[src/design/mrf_pkg.sv]
// Package with the register map, field positions and frame constants of the receive filter.
package mrf_pkg;

  //////////////////////////////////////////////////////////////////////////////
  // Register byte offsets on the register bus.
  localparam logic [7:0] ADDR_FILT_CFG = 8'h04;
  localparam logic [7:0] ADDR_HASH_HI  = 8'h08;
  localparam logic [7:0] ADDR_HASH_LO  = 8'h0c;
  localparam logic [7:0] ADDR_FLOW_CFG = 8'h18;
  localparam logic [7:0] ADDR_DA_LO    = 8'h40;
  localparam logic [7:0] ADDR_DA_HI    = 8'h44;
  localparam logic [7:0] ADDR_SA_LO    = 8'h48;
  localparam logic [7:0] ADDR_SA_HI    = 8'h4c;
  localparam logic [7:0] ADDR_STATUS   = 8'h50;

  //////////////////////////////////////////////////////////////////////////////
  // Filter configuration fields and reset values.
  localparam int          B_PROMISC     = 0;
  localparam int          B_UC_HASH     = 1;
  localparam int          B_MC_HASH     = 2;
  localparam int          B_DA_INV      = 3;
  localparam int          B_MC_ALL      = 4;
  localparam int          B_BC_REJECT   = 5;
  localparam int          B_CF_LO       = 6;
  localparam int          B_SA_INV      = 8;
  localparam int          B_SA_EN       = 9;
  localparam int          B_HASH_OR_EX  = 10;
  localparam int          B_RX_ALL      = 31;
  localparam int          B_RX_FC_EN    = 2;
  localparam int          B_ENTRY_EN    = 31;
  localparam logic [31:0] CFG_WR_MASK   = 32'h8000_07ff;
  localparam logic [31:0] REG_RESET     = 32'h0000_0000;
  localparam logic [31:0] HI_WR_MASK    = 32'h8000_ffff;

  // Control frame forwarding choices.
  localparam logic [1:0] CF_BLOCK     = 2'h0;
  localparam logic [1:0] CF_NO_PAUSE  = 2'h1;
  localparam logic [1:0] CF_ALL       = 2'h2;
  localparam logic [1:0] CF_ADDR_PASS = 2'h3;

  //////////////////////////////////////////////////////////////////////////////
  // Descriptor status bits.
  localparam int ST_DA_FAIL  = 0;
  localparam int ST_SA_FAIL  = 1;
  localparam int ST_SA_MATCH = 2;
  localparam int ST_CTRL     = 3;
  localparam int ST_FWD      = 4;
  localparam int ST_W        = 5;

  // Frame layout and buffering.
  localparam logic [2:0]  HDR_WORDS  = 3'h4;
  localparam logic [15:0] CTRL_ETYPE = 16'h8808;
  localparam logic [15:0] PAUSE_OP   = 16'h0001;
  localparam logic [47:0] BCAST_ADDR = 48'hffff_ffff_ffff;
  localparam int          DATA_W     = 32;
  localparam int          FIFO_DEPTH = 32;
  localparam logic [1:0]  RESP_OKAY  = 2'h0;
  localparam logic [1:0]  RESP_SLVERR = 2'h2;
  localparam logic [31:0] CRC_POLY   = 32'hedb8_8320;

endpackage

[src/design/mrf_fifo.sv]
// Module with a flip-flop FIFO carrying frame words and their last flags.
module mrf_fifo #(
  parameter int WIDTH = 33,
  parameter int DEPTH = 32
) (
  input  wire logic             aclk,
  input  wire logic             aresetn,
  input  wire logic             in_valid,
  output logic                  in_ready,
  input  wire logic [WIDTH-1:0] in_data,
  output logic                  out_valid,
  input  wire logic             out_ready,
  output logic      [WIDTH-1:0] out_data
);

  localparam int AW = $clog2(DEPTH);

  logic [WIDTH-1:0] mem_r [DEPTH];
  logic [AW-1:0]    wr_ptr_r;
  logic [AW-1:0]    rd_ptr_r;
  logic [AW:0]      count_r;
  logic             push;
  logic             pop;

  // Full and empty come straight from the occupancy count.
  assign in_ready  = (count_r != AW'(0) + (AW+1)'(DEPTH)) ? 1'b1 : 1'b0;
  assign out_valid = (count_r != '0);
  assign out_data  = mem_r[rd_ptr_r];
  assign push      = in_valid && in_ready;
  assign pop       = out_valid && out_ready;

  // Pointers wrap at the depth, which is a power of two.
  always_ff @(posedge aclk) begin
    if (!aresetn) begin
      wr_ptr_r <= '0;
      rd_ptr_r <= '0;
      count_r  <= '0;
    end else begin
      if (push) wr_ptr_r <= wr_ptr_r + AW'(1);
      if (pop) rd_ptr_r <= rd_ptr_r + AW'(1);
      count_r <= count_r + (AW+1)'(push) - (AW+1)'(pop);
    end
  end

  // Storage is written at the write pointer only.
  always_ff @(posedge aclk) begin
    if (push) mem_r[wr_ptr_r] <= in_data;
  end

endmodule

[src/design/mrf_hash.sv]
// Module that turns a destination address into a hash table bit index.
module mrf_hash
  import mrf_pkg::*;
(
  input  wire logic [47:0] da,
  output logic      [5:0]  idx
);

  // Reflected checksum over the six address bytes, first bit first.
  function automatic logic [31:0] crc48(input logic [47:0] d);
    logic [31:0] c;
    c = 32'hffff_ffff;
    for (int i = 0; i < 48; i++) begin
      c = (c[0] ^ d[i]) ? ((c >> 1) ^ CRC_POLY) : (c >> 1);
    end
    return ~c;
  endfunction

  logic [31:0] crc;

  // The index is the top six checksum bits, bit order reversed.
  assign crc = crc48(da);
  assign idx = {crc[26], crc[27], crc[28], crc[29], crc[30], crc[31]};

endmodule

[src/design/mrf_filter.sv]
// Module with the receive address filter, its register slave and frame buffer.
//
// Notes on behaviour
// - receive-all clear forwards only passing frames.
// - receive-all set forwards everything, status still recorded.
// - hash-or-exact select chooses hash only or either.
// - source filter compares source, flags match in status.
// - source invert turns a match into failure.
// - control field selects control frame forwarding.
// - pause action depends only on flow enable.
// - broadcast reject fails every broadcast frame unless promiscuous.
// - multicast pass-all passes every non-broadcast multicast unless destination invert is set.
// - destination invert flips unicast and multicast destination result, not broadcast.
// - multicast exact or hash by select.
// - unicast exact or hash by select.
// - promiscuous passes all non-control frames, address status bits zero.
// - hash table is two 32-bit words.
//
// Register access over AXI4-Lite is this design's own decision.
module mrf_filter
  import mrf_pkg::*;
(
  input  wire logic              aclk,
  input  wire logic              aresetn,
  input  wire logic [7:0]        awaddr,
  input  wire logic              awvalid,
  output logic                   awready,
  input  wire logic [31:0]       wdata,
  input  wire logic [3:0]        wstrb,
  input  wire logic              wvalid,
  output logic                   wready,
  output logic [1:0]             bresp,
  output logic                   bvalid,
  input  wire logic              bready,
  input  wire logic [7:0]        araddr,
  input  wire logic              arvalid,
  output logic                   arready,
  output logic [31:0]            rdata,
  output logic [1:0]             rresp,
  output logic                   rvalid,
  input  wire logic              rready,
  input  wire logic              in_valid,
  output logic                   in_ready,
  input  wire logic [DATA_W-1:0] in_data,
  input  wire logic              in_last,
  output logic                   out_valid,
  input  wire logic              out_ready,
  output logic [DATA_W-1:0]      out_data,
  output logic                   out_last,
  output logic                   desc_valid,
  output logic [ST_W-1:0]        desc_status,
  output logic                   pause_req
);

  //////////////////////////////////////////////////////////////////////////////
  // Register bus slave.
  logic [31:0] cfg_r, hash_hi_r, hash_lo_r, flow_r;
  logic [31:0] da_lo_r, da_hi_r, sa_lo_r, sa_hi_r, stat_r;
  logic        awready_r, wready_r, bvalid_r, arready_r, rvalid_r;
  logic [1:0]  bresp_r, rresp_r;
  logic [31:0] rdata_r, wdata_r;
  logic [7:0]  waddr_r;
  logic [3:0]  wstrb_r;

  function automatic logic [31:0] merge(input logic [31:0] o, input logic [31:0] n, input logic [31:0] m);
    return (o & ~m) | (n & m);
  endfunction

  // Write decode works on the held address once both halves are in.
  wire        wr_go    = !awready_r && !wready_r && !bvalid_r;
  wire [31:0] wmask    = {{8{wstrb_r[3]}}, {8{wstrb_r[2]}}, {8{wstrb_r[1]}}, {8{wstrb_r[0]}}};
  wire        ws_cfg   = (waddr_r == ADDR_FILT_CFG);
  wire        ws_hh    = (waddr_r == ADDR_HASH_HI);
  wire        ws_hl    = (waddr_r == ADDR_HASH_LO);
  wire        ws_flow  = (waddr_r == ADDR_FLOW_CFG);
  wire        ws_dal   = (waddr_r == ADDR_DA_LO);
  wire        ws_dah   = (waddr_r == ADDR_DA_HI);
  wire        ws_sal   = (waddr_r == ADDR_SA_LO);
  wire        ws_sah   = (waddr_r == ADDR_SA_HI);
  wire        wr_ok    = ws_cfg | ws_hh | ws_hl | ws_flow | ws_dal | ws_dah | ws_sal | ws_sah;

  // Read decode selects on the live address while it is taken.
  wire        rd_ok    = (araddr == ADDR_FILT_CFG) || (araddr == ADDR_HASH_HI) ||
                         (araddr == ADDR_HASH_LO) || (araddr == ADDR_FLOW_CFG) ||
                         (araddr == ADDR_DA_LO) || (araddr == ADDR_DA_HI) ||
                         (araddr == ADDR_SA_LO) || (araddr == ADDR_SA_HI) || (araddr == ADDR_STATUS);
  wire [31:0] rd_mux   = (araddr == ADDR_FILT_CFG) ? cfg_r :
                         (araddr == ADDR_HASH_HI)  ? hash_hi_r :
                         (araddr == ADDR_HASH_LO)  ? hash_lo_r :
                         (araddr == ADDR_FLOW_CFG) ? flow_r :
                         (araddr == ADDR_DA_LO)    ? da_lo_r :
                         (araddr == ADDR_DA_HI)    ? da_hi_r :
                         (araddr == ADDR_SA_LO)    ? sa_lo_r :
                         (araddr == ADDR_SA_HI)    ? sa_hi_r :
                         (araddr == ADDR_STATUS)   ? stat_r : REG_RESET;

  // Address and data are caught in either order and held until the response is taken.
  always_ff @(posedge aclk) begin
    if (!aresetn) begin
      awready_r <= 1'b1;
      wready_r  <= 1'b1;
      waddr_r   <= '0;
      wdata_r   <= '0;
      wstrb_r   <= '0;
    end else begin
      if (awvalid && awready_r) begin
        waddr_r   <= awaddr;
        awready_r <= 1'b0;
      end else if (bvalid_r && bready) begin
        awready_r <= 1'b1;
      end
      if (wvalid && wready_r) begin
        wdata_r  <= wdata;
        wstrb_r  <= wstrb;
        wready_r <= 1'b0;
      end else if (bvalid_r && bready) begin
        wready_r <= 1'b1;
      end
    end
  end

  // Write response: unmapped or read-only offsets answer with a slave error.
  always_ff @(posedge aclk) begin
    if (!aresetn) begin
      bvalid_r <= 1'b0;
      bresp_r  <= RESP_OKAY;
    end else if (wr_go) begin
      bvalid_r <= 1'b1;
      bresp_r  <= wr_ok ? RESP_OKAY : RESP_SLVERR;
    end else if (bready) begin
      bvalid_r <= 1'b0;
    end
  end

  // Configuration storage with byte enables; unused bits of the filter configuration and address high words stay zero.
  always_ff @(posedge aclk) begin
    if (!aresetn) begin
      cfg_r     <= REG_RESET;
      hash_hi_r <= REG_RESET;
      hash_lo_r <= REG_RESET;
      flow_r    <= REG_RESET;
      da_lo_r   <= REG_RESET;
      da_hi_r   <= REG_RESET;
      sa_lo_r   <= REG_RESET;
      sa_hi_r   <= REG_RESET;
    end else if (wr_go) begin
      if (ws_cfg) cfg_r <= merge(cfg_r, wdata_r, wmask) & CFG_WR_MASK;
      if (ws_hh) hash_hi_r <= merge(hash_hi_r, wdata_r, wmask);
      if (ws_hl) hash_lo_r <= merge(hash_lo_r, wdata_r, wmask);
      if (ws_flow) flow_r <= merge(flow_r, wdata_r, wmask);
      if (ws_dal) da_lo_r <= merge(da_lo_r, wdata_r, wmask);
      if (ws_dah) da_hi_r <= merge(da_hi_r, wdata_r, wmask) & HI_WR_MASK;
      if (ws_sal) sa_lo_r <= merge(sa_lo_r, wdata_r, wmask);
      if (ws_sah) sa_hi_r <= merge(sa_hi_r, wdata_r, wmask) & HI_WR_MASK;
    end
  end

  // Read channel answers one cycle after the address is taken.
  always_ff @(posedge aclk) begin
    if (!aresetn) begin
      arready_r <= 1'b1;
      rvalid_r  <= 1'b0;
      rdata_r   <= '0;
      rresp_r   <= RESP_OKAY;
    end else if (arvalid && arready_r) begin
      arready_r <= 1'b0;
      rvalid_r  <= 1'b1;
      rdata_r   <= rd_mux;
      rresp_r   <= rd_ok ? RESP_OKAY : RESP_SLVERR;
    end else if (rvalid_r && rready) begin
      rvalid_r  <= 1'b0;
      arready_r <= 1'b1;
    end
  end

  assign awready = awready_r;
  assign wready  = wready_r;
  assign bvalid  = bvalid_r;
  assign bresp   = bresp_r;
  assign arready = arready_r;
  assign rvalid  = rvalid_r;
  assign rdata   = rdata_r;
  assign rresp   = rresp_r;

  //////////////////////////////////////////////////////////////////////////////
  // Frame intake, header capture and buffering.
  logic [2:0]        wcnt_r;
  logic [31:0]       hdr_r [HDR_WORDS];
  logic              hdr_done_r, dec_valid_r, dec_fwd_r;
  logic              out_valid_r, out_last_r, desc_valid_r, pause_req_r;
  logic [DATA_W-1:0] out_data_r;
  logic [ST_W-1:0]   desc_status_r;
  logic              f_in_ready, f_out_valid;
  logic [DATA_W:0]   f_out_data;

  // A new frame waits at its first word until the previous frame's verdict is used.
  wire stall   = (wcnt_r == '0) && (hdr_done_r || dec_valid_r);
  wire in_fire = in_valid && in_ready;
  wire pop     = dec_valid_r && f_out_valid && (!out_valid_r || out_ready || !dec_fwd_r);
  assign in_ready = f_in_ready && !stall;

  mrf_fifo #(
    .WIDTH (DATA_W + 1),
    .DEPTH (FIFO_DEPTH)
  ) u_fifo (
    .aclk      (aclk),
    .aresetn   (aresetn),
    .in_valid  (in_valid && !stall),
    .in_ready  (f_in_ready),
    .in_data   ({in_last, in_data}),
    .out_valid (f_out_valid),
    .out_ready (pop),
    .out_data  (f_out_data)
  );

  // Word counter stops at the header length and restarts after the last word.
  always_ff @(posedge aclk) begin
    if (!aresetn) begin
      wcnt_r     <= '0;
      hdr_done_r <= 1'b0;
    end else begin
      hdr_done_r <= in_fire && (wcnt_r < HDR_WORDS) && (in_last || wcnt_r == HDR_WORDS - 3'h1);
      if (in_fire) wcnt_r <= in_last ? '0 : (wcnt_r == HDR_WORDS) ? wcnt_r : wcnt_r + 3'h1;
    end
  end

  // Each header word is caught at its position; a frame start clears stale words.
  for (genvar i = 0; i < HDR_WORDS; i++) begin : g_hdr
    always_ff @(posedge aclk) begin
      if (!aresetn) hdr_r[i] <= '0;
      else if (in_fire && wcnt_r == 3'(i)) hdr_r[i] <= in_data;
      else if (in_fire && wcnt_r == '0) hdr_r[i] <= '0;
    end
  end

  //////////////////////////////////////////////////////////////////////////////
  // Address filter.
  logic [5:0] hash_idx;
  wire [47:0] da       = {hdr_r[1][15:0], hdr_r[0]};
  wire [47:0] sa       = {hdr_r[2], hdr_r[1][31:16]};
  wire [15:0] etype    = {hdr_r[3][7:0], hdr_r[3][15:8]};
  wire [15:0] opcode   = {hdr_r[3][23:16], hdr_r[3][31:24]};
  wire        is_bc    = (da == BCAST_ADDR);
  wire        is_mc    = da[0] && !is_bc;
  wire        is_ctrl  = (etype == CTRL_ETYPE);
  wire        is_pause = is_ctrl && (opcode == PAUSE_OP);
  wire        promisc  = cfg_r[B_PROMISC];
  wire [1:0]  cf_mode  = cfg_r[B_CF_LO +: 2];

  mrf_hash u_hash (
    .da  (da),
    .idx (hash_idx)
  );

  // Exact and hash comparisons of the destination.
  wire da_exact = da_hi_r[B_ENTRY_EN] && (da == {da_hi_r[15:0], da_lo_r});
  wire hash_hit = hash_idx[5] ? hash_hi_r[hash_idx[4:0]] : hash_lo_r[hash_idx[4:0]];
  wire hash_sel = cfg_r[B_HASH_OR_EX] ? (da_exact || hash_hit) : hash_hit;
  wire uc_match = cfg_r[B_UC_HASH] ? hash_sel : da_exact;
  wire mc_match = cfg_r[B_MC_ALL] ? 1'b1 :
                  cfg_r[B_MC_HASH] ? hash_sel : da_exact;
  wire grp_ok   = (is_mc ? mc_match : uc_match) ^ cfg_r[B_DA_INV];
  wire da_ok    = is_bc ? !cfg_r[B_BC_REJECT] : grp_ok;

  // Source comparison and its optional inversion.
  wire sa_hit   = cfg_r[B_SA_EN] && sa_hi_r[B_ENTRY_EN] && (sa == {sa_hi_r[15:0], sa_lo_r});
  wire sa_fail  = cfg_r[B_SA_EN] && (cfg_r[B_SA_INV] ? sa_hit : !sa_hit);

  // Promiscuous mode passes every address check and hides the address filter results.
  wire addr_ok  = promisc || (da_ok && !sa_fail);
  wire cf_ok    = (cf_mode == CF_ALL) || (cf_mode == CF_NO_PAUSE && !is_pause) ||
                  (cf_mode == CF_ADDR_PASS && addr_ok);
  wire fwd      = cfg_r[B_RX_ALL] || (is_ctrl ? cf_ok : addr_ok);

  wire [ST_W-1:0] status_nxt;
  assign status_nxt[ST_DA_FAIL]  = !promisc && !da_ok;
  assign status_nxt[ST_SA_FAIL]  = !promisc && sa_fail;
  assign status_nxt[ST_SA_MATCH] = !promisc && sa_hit;
  assign status_nxt[ST_CTRL]     = is_ctrl;
  assign status_nxt[ST_FWD]      = fwd;

  // Verdict is taken the cycle after the header is complete and held until the frame drains.
  always_ff @(posedge aclk) begin
    if (!aresetn) begin
      dec_valid_r   <= 1'b0;
      dec_fwd_r     <= 1'b0;
      desc_valid_r  <= 1'b0;
      desc_status_r <= '0;
      pause_req_r   <= 1'b0;
      stat_r        <= REG_RESET;
    end else if (hdr_done_r) begin
      dec_valid_r   <= 1'b1;
      dec_fwd_r     <= fwd;
      desc_valid_r  <= 1'b1;
      desc_status_r <= status_nxt;
      pause_req_r   <= is_pause && flow_r[B_RX_FC_EN];
      stat_r        <= {{(32 - ST_W){1'b0}}, status_nxt};
    end else begin
      desc_valid_r <= 1'b0;
      pause_req_r  <= 1'b0;
      if (pop && f_out_data[DATA_W]) dec_valid_r <= 1'b0;
    end
  end

  // Output stage: forwarded words are registered, dropped words are popped and discarded.
  always_ff @(posedge aclk) begin
    if (!aresetn) begin
      out_valid_r <= 1'b0;
      out_data_r  <= '0;
      out_last_r  <= 1'b0;
    end else if (pop && dec_fwd_r) begin
      out_valid_r <= 1'b1;
      out_data_r  <= f_out_data[DATA_W-1:0];
      out_last_r  <= f_out_data[DATA_W];
    end else if (out_ready) begin
      out_valid_r <= 1'b0;
    end
  end

  assign out_valid   = out_valid_r;
  assign out_data    = out_data_r;
  assign out_last    = out_last_r;
  assign desc_valid  = desc_valid_r;
  assign desc_status = desc_status_r;
  assign pause_req   = pause_req_r;
endmodule

[config.mk]
export PLATFORM = sky130hd
export DESIGN_NAME = mrf_filter
export DESIGN_NICKNAME = d
export VERILOG_FILES = /design/src/design/mrf_pkg.sv /design/src/design/mrf_fifo.sv /design/src/design/mrf_hash.sv /design/src/design/mrf_filter.sv
export SDC_FILE = /design/constraint.sdc
export NUM_CORES = 2
export LEC_CHECK = 0
export ABC_AREA = 1
export BUFFER_PORTS_ARGS = -buffer_cell sky130_fd_sc_hd__buf_4
export CAP_MARGIN = 20
export CORE_UTILIZATION = 40
export CTS_CLUSTER_DIAMETER = 50
export DETAILED_ROUTE_END_ITERATION = 16
export GPL_TIMING_DRIVEN = 0
export SLEW_MARGIN = 0
export SYNTH_ARGS = -nofsm -noshare
export SYNTH_HDL_FRONTEND = slang
export SYNTH_HIERARCHICAL = 1
export SYNTH_SLANG_ARGS = --single-unit
[constraint.sdc]
create_clock -name aclk -period 6 [get_ports aclk]
set_clock_uncertainty 0.15 [all_clocks]
set_input_delay 0.6 -clock aclk [delete_from_list [all_inputs] [get_ports aclk]]
set_output_delay 0.6 -clock aclk [all_outputs]
set_load 0.005 [all_outputs]
After elaboration in Yosys (flattened, before gate mapping)

Memories as Yosys holds them, arrays and structs flattened. A register that Yosys moved wholly into a read port is not among the register bits.
Index checks and enable logic that the tools add are counted.

$add $sub $neg: 5
Order comparisons: 2
Eq/ne operators: 31
Muxes and demuxes: 122
Bitwise gates (word level): 128
Reductions and logical operators: 84

Operators by type and width:

| kind                                                                   | number |
|---|---|
| 32-bit 2-to-1 mux                                                      | 63 |
| 13-bit inverter with 14-bit output                                     | 47 |
| 32-bit bitwise AND                                                     | 9 |
| 32-bit OR                                                              | 8 |
| 48-bit equality test                                                   | 2 |
| 8-bit by 7-bit equality test with 1-bit output, second input constant  | 9 |
| 32-bit inverter                                                        | 2 |
| 1-bit 2-to-1 mux                                                       | 50 |
| 48-bit equality test, second input constant                            | 1 |
| 1-bit XOR                                                              | 48 |
| 1-bit logical AND                                                      | 36 |
| 8-bit by 4-bit equality test with 1-bit output, second input constant  | 4 |
| 2-bit AND reduction                                                    | 10 |
| 1-bit logical OR                                                       | 17 |
| 16-bit by 1-bit equality test with 1-bit output, second input constant | 1 |
| 16-bit equality test, second input constant                            | 1 |
| 8-bit by 3-bit equality test with 1-bit output, second input constant  | 2 |
| 8-bit by 5-bit equality test with 1-bit output, second input constant  | 2 |
| 5-bit 2-to-1 mux                                                       | 3 |
| 1-bit OR                                                               | 14 |
| 1-bit logical NOT                                                      | 13 |
| 2-bit nonzero test                                                     | 6 |
| 5-bit by 1-bit adder with 5-bit output, second input constant          | 2 |
| 1-bit binary-select mux with 5-bit select                              | 2 |
| other kinds (16)                                                       | 20 |

Flip-flop bits (word level): 354
RAM bits: 1184
Input bits: 94
Output and inout bits: 83
Word-level logic and storage cells: 406
Memories kept: 2

Memories:

| memory       | depth | width | rd ports | clocked after memory_dff | write ports | line              | text |
|---|---|---|---|---|---|---|---|
| u_fifo.mem_r | 32    | 33    | 1        | 1                        | 1           | mrf_fifo.sv:18    | `logic [WIDTH-1:0] mem_r [DEPTH];` |
| hdr_r        | 4     | 32    | 4        | 0                        | 4           | mrf_filter.sv:188 | `logic [31:0] hdr_r [HDR_WORDS];` |

Depth between registers and ports, before layout

An unclocked memory read counts as a cell.

Word-level depth: 113
Gate-level depth with buffers: 55
Mapped depth without buffers: 53

Cells and area by module

Netlist, hierarchy kept.

Modules (own cells, without submodules):

| module     | instances | cells each | area an instance (um^2) | seq. area each (um^2) |
|---|---|---|---|---|
| mrf_fifo   | 1         | 3730       | 43993.4                 | 32130.8 |
| mrf_filter | 1         | 2558       | 20255.7                 | 10550.1 |
| mrf_hash   | 1         | 1099       | 5282.6                  | 0.0 |

Worst setup path before layout

No wires, ideal clock.

Kind: register -> register
Start point: mem hdr_r[0][0]
End point: reg dec_fwd_r
Library setup time: 0.122 ns
Arrival time: 4.205 ns
Required time: 5.728 ns
Setup slack: 1.524 ns
Cell stages (with the launch flop): 52
Buffers on the path: 2
Period minus slack after synthesis: 4.476 ns
Cell sequence: edfxtp_1 -> buf_4 -> inv_4 -> nand2_2 -> nand2_4 -> nand2_4 -> nand2_2 -> nand2_4 -> nand2_8 -> nand2_2 -> nand2_4 -> nand2_2 -> nand2_2 -> inv_2 -> nand2_2 -> nand2_2 -> nand2_2 -> nand2_1 -> [16 not listed] -> inv_1 -> nand3_1 -> nand2_1 -> nand2_1 -> nand3_1 -> nand3_1 -> nand3_1 -> nand2_1 -> nand2_1 -> nand2_1 -> nand2_1 -> nand2_1 -> nand3_1 -> nand2_1 -> nand2_1 -> nand2_1 -> nand2_1 -> a21oi_2

RTL lines:

| what                   | line              | text |
|---|---|---|
| start: declaration     | mrf_filter.sv:188 |  |
| end signal: assignment | mrf_filter.sv:293 | `dec_fwd_r <= fwd;` |
| end: declaration       | mrf_filter.sv:189 | `logic hdr_done_r, dec_valid_r, dec_fwd_r;` |

==> impl_metrics.env <==
export IMPL_synth_top_area_cell="edfxtp_1"
export IMPL_synth_area_mux_share=0
export IMPL_synthArstFlopShare=0
export IMPL_gp_congestion=0.970
export IMPL_drv_cap=0
export IMPL_vias_per_cell=5.42
export IMPL_fmaxAchievable_mhz=175
export IMPL_wl_per_cell_um=23.3
export IMPL_vias=56100
export IMPL_netlist_instances=7387
export IMPL_reg2regPathDepth=45
export IMPL_final_hold_violation_count=0
export IMPL_fin_crit_sh=0.955
export IMPL_dp_hpwl_um=172000
export IMPL_start_util=0.404
export IMPL_grt_max_degree=36
export IMPL_drc=2
export IMPL_utilization=0.477
export IMPL_crit_top_cell="nand2_1"
export IMPL_firstDrtPassIters=13
export IMPL_syn_cell_area_um2=69500
export IMPL_cpMaxStageDelayCell="edfxtp_1"
export IMPL_grt_antenna_before_repair=8
export IMPL_yosys_area_share_simple=0.260
export IMPL_synth_seq_cells=1540
export IMPL_synth_top_cells_by_count="2,576 x nand2_1, 1,184 x edfxtp_1, 1,076 x nand3_1, 438 x inv_1, 356 x dfxtp_1"
export IMPL_synthTopCellsByArea="edfxtp_1 51%, nand2_1 14%, dfxtp_1 10%"
export IMPL_synth_top_family_by_area="simple AND/OR/NAND/NOR gates"
export IMPL_nets=7995
export IMPL_violations="design-rule violations"
export IMPL_synth_compound_area_frac=0.0540
export IMPL_yosys_area_share_adder=0.00371
export IMPL_cp_required_ns=6.59
export IMPL_area_delta_synth_final_pct=18.1
export IMPL_arrival_ns=6.32
export IMPL_cts_path_max_buffers=3
export IMPL_status="complete, but fails checks"
export IMPL_synth_most_common_cell="nand2_1"
export IMPL_report_final_slew_viol_count=0
export IMPL_fill_cells=15900
export IMPL_final_layout_size_suffix_gt1_frac=0.140
export IMPL_worstSetupPathType="flop to flop"
export IMPL_hold_path_class="primary input to flop"
export IMPL_cpPeakStageDelay_ns=0.42
export IMPL_die_width_um=419
export IMPL_wl_um=241000
export IMPL_fp_row_count=152
export IMPL_clk_latency_ns=0.84
export IMPL_crit_start="hdr_r[0][5]"
export IMPL_core_area_um2=172000
export IMPL_seq_area_frac_synth=0.614
export IMPL_syn_area_per_cell_um2=9.41
export IMPL_worst_pin_slew_ns=1.06
export IMPL_max_slew_margin=0.285
export IMPL_cts_buffers=174
export IMPL_r2r_start="hdr_r[0][5]"
export IMPL_synth_xor_area_frac=0.0105
export IMPL_cp_endpoint="dec_fwd_r"
export IMPL_dieArea_um2=176000
export IMPL_synth_flop_cell="edfxtp_1"
export IMPL_grt_pass1_wl_um=345000
export IMPL_cts_tree="done"
export IMPL_drt_iter0_markers=6062
export IMPL_end_kind="flop"
export IMPL_crit_path_start_kind="flop"
export IMPL_regToRegSetupSlack_ns=0.27
export IMPL_grt_usage=0.268
export IMPL_r2r_end="dec_fwd_r"
export IMPL_layout_min_cycle_time_ns=5.73
export IMPL_yosys_warnings=6
export IMPL_die_y_um=419
export IMPL_clk_pin_slew_worst_paths_ns=0.06
export IMPL_worst_path_max_fanout=10
export IMPL_finalSetupViolCount=0
export IMPL_io_buffers=174
export IMPL_synth_edf_count=1184
export IMPL_io_pins=177
export IMPL_yosys_area_top_type_share=0.511
export IMPL_grt_pass1_vias=52100
export IMPL_htreeDepth=4
export IMPL_synth_cell_types=57
export IMPL_route_antenna_remaining_nets=0
export IMPL_grt_ovfl_total=0
export IMPL_clkSinkCount=1540
export IMPL_clockRootBuffer="clkbuf_16"
[through the flow]
step	setup TNS, ns	cell area [um^2]	setup WS [ns]	cells	hold slack (ns)
2_1_floorplan	0	69500	1.52	7388	0.282
3_3_place_gp	-0.285	73700	-0.230	9872	0.306
3_5_place_dp	-0.388	74800	-0.270	9911	0.309
4_1_cts	0	80900	0.000353	10300	0.00943
5_1_grt	-0.0491	82100	-0.0491	10300	0.0248
6_report	0	82200	0.272	10300	0.0337
[worst max-delay path: cells and delay by family, from the launching register on]
family,cells,cell delay (ns)
compound gates,1,0.11
xor+xnor,3,0.70
buf+inv,7,0.94
flops,1,0.42
simple gates,34,3.36
[metal layers]
metal,track usage,up-vias,part of all wire
met4,0.113,0,0.045
met1,0.352,27300,0.40
met2,0.441,2427,0.47
met3,0.0402,455,0.078
li1,-,26000,-
met5,0,-,0
[cell families after synthesis]
group | after synthesis
and+or+nand+nor | 4224
DFF | 1540
buffers and inverters | 841
AOI/OAI and AO/OA | 680
xor gates and xnor gates | 81
adders and majority gates | 20
other | 1
[cell type report]
type	instances	area, um^2	share of cell area
plain buffers	354	2190	0.0266
diodes	8	20.0	0.000244
clock inverters	97	1030	0.0126
flip-flops and latches	1540	42700	0.520
well taps	2310	2890	0.0352
repair buffers	315	3020	0.0367
clock buffers	227	4680	0.0570
inverters	487	1880	0.0229
multi-input cells	5009	23800	0.289
[how the worst min path moves through the flow]
stage | start | to | slack (ns) | cells past startpoint
finish | wdata[12] | wdata_r[12] | 0.03 | 3
global route | wdata[25] | wdata_r[25] | 0.02 | 3
CTS | wdata[25] | wdata_r[25] | 0.009 | 3
detailed placement | out_data[15] | out_data[15] | 0.31 | 2
global placement | out_data[20] | out_data[20] | 0.31 | 2
floorplan | flop | pause_req | 0.28 | 2
[placed cells by master (no fill, tap or decap), types with 11 or more instances in the layout]
| cell | synthesis | layout |
|---|---|---|
| a221oi_1 | 21 | 21 |
| clkbuf_16 | 0 | 175 |
| dfxtp_1 | 356 | 356 |
| a211oi_1 | 35 | 35 |
| inv_6 | 2 | 19 |
| nand2_2 | 84 | 114 |
| nand3b_1 | 13 | 13 |
| inv_2 | 34 | 36 |
| nand3_2 | 14 | 43 |
| nand3_1 | 1076 | 1040 |
| buf_4 | 32 | 267 |
| o221ai_1 | 13 | 13 |
| nand4_1 | 43 | 43 |
| clkinv_2 | 0 | 23 |
| nor4_1 | 15 | 15 |
| buf_16 | 0 | 12 |
| xnor2_1 | 30 | 29 |
| xor2_1 | 48 | 41 |
| clkinv_1 | 5 | 36 |
| edfxtp_1 | 1184 | 1184 |
| nor2_1 | 325 | 291 |
| o211ai_1 | 22 | 22 |
| ha_1 | 19 | 19 |
| nor2_4 | 7 | 40 |
| nor3_1 | 16 | 16 |
| dlygate4sd3_1 | 0 | 30 |
| nand2_1 | 2576 | 2514 |
| buf_2 | 140 | 140 |
| buf_6 | 70 | 79 |
| bufinv_16 | 0 | 11 |
| o21ai_0 | 216 | 215 |
| nand2_4 | 18 | 50 |
| a21oi_1 | 329 | 329 |
| buf_12 | 0 | 24 |
| inv_1 | 438 | 432 |
| o22ai_1 | 28 | 28 |
| clkbuf_1 | 103 | 143 |
| clkbuf_8 | 0 | 11 |
[repair_timing]
action | 4_1_cts | 5_1_grt
setup endpoints to repair | 2 | 2
setup buffers | 10 | 60
pin swaps | 2 | 55
hold buffers | 30 | 0
gates resized for setup | 5 | 176
cloned | 0 | 3
endpoints found under the hold margin | 34 | 0
Power is left out: the tool's default activity adds up to more than one toggle a clock period on the data nets, which glitch-free logic cannot reach.
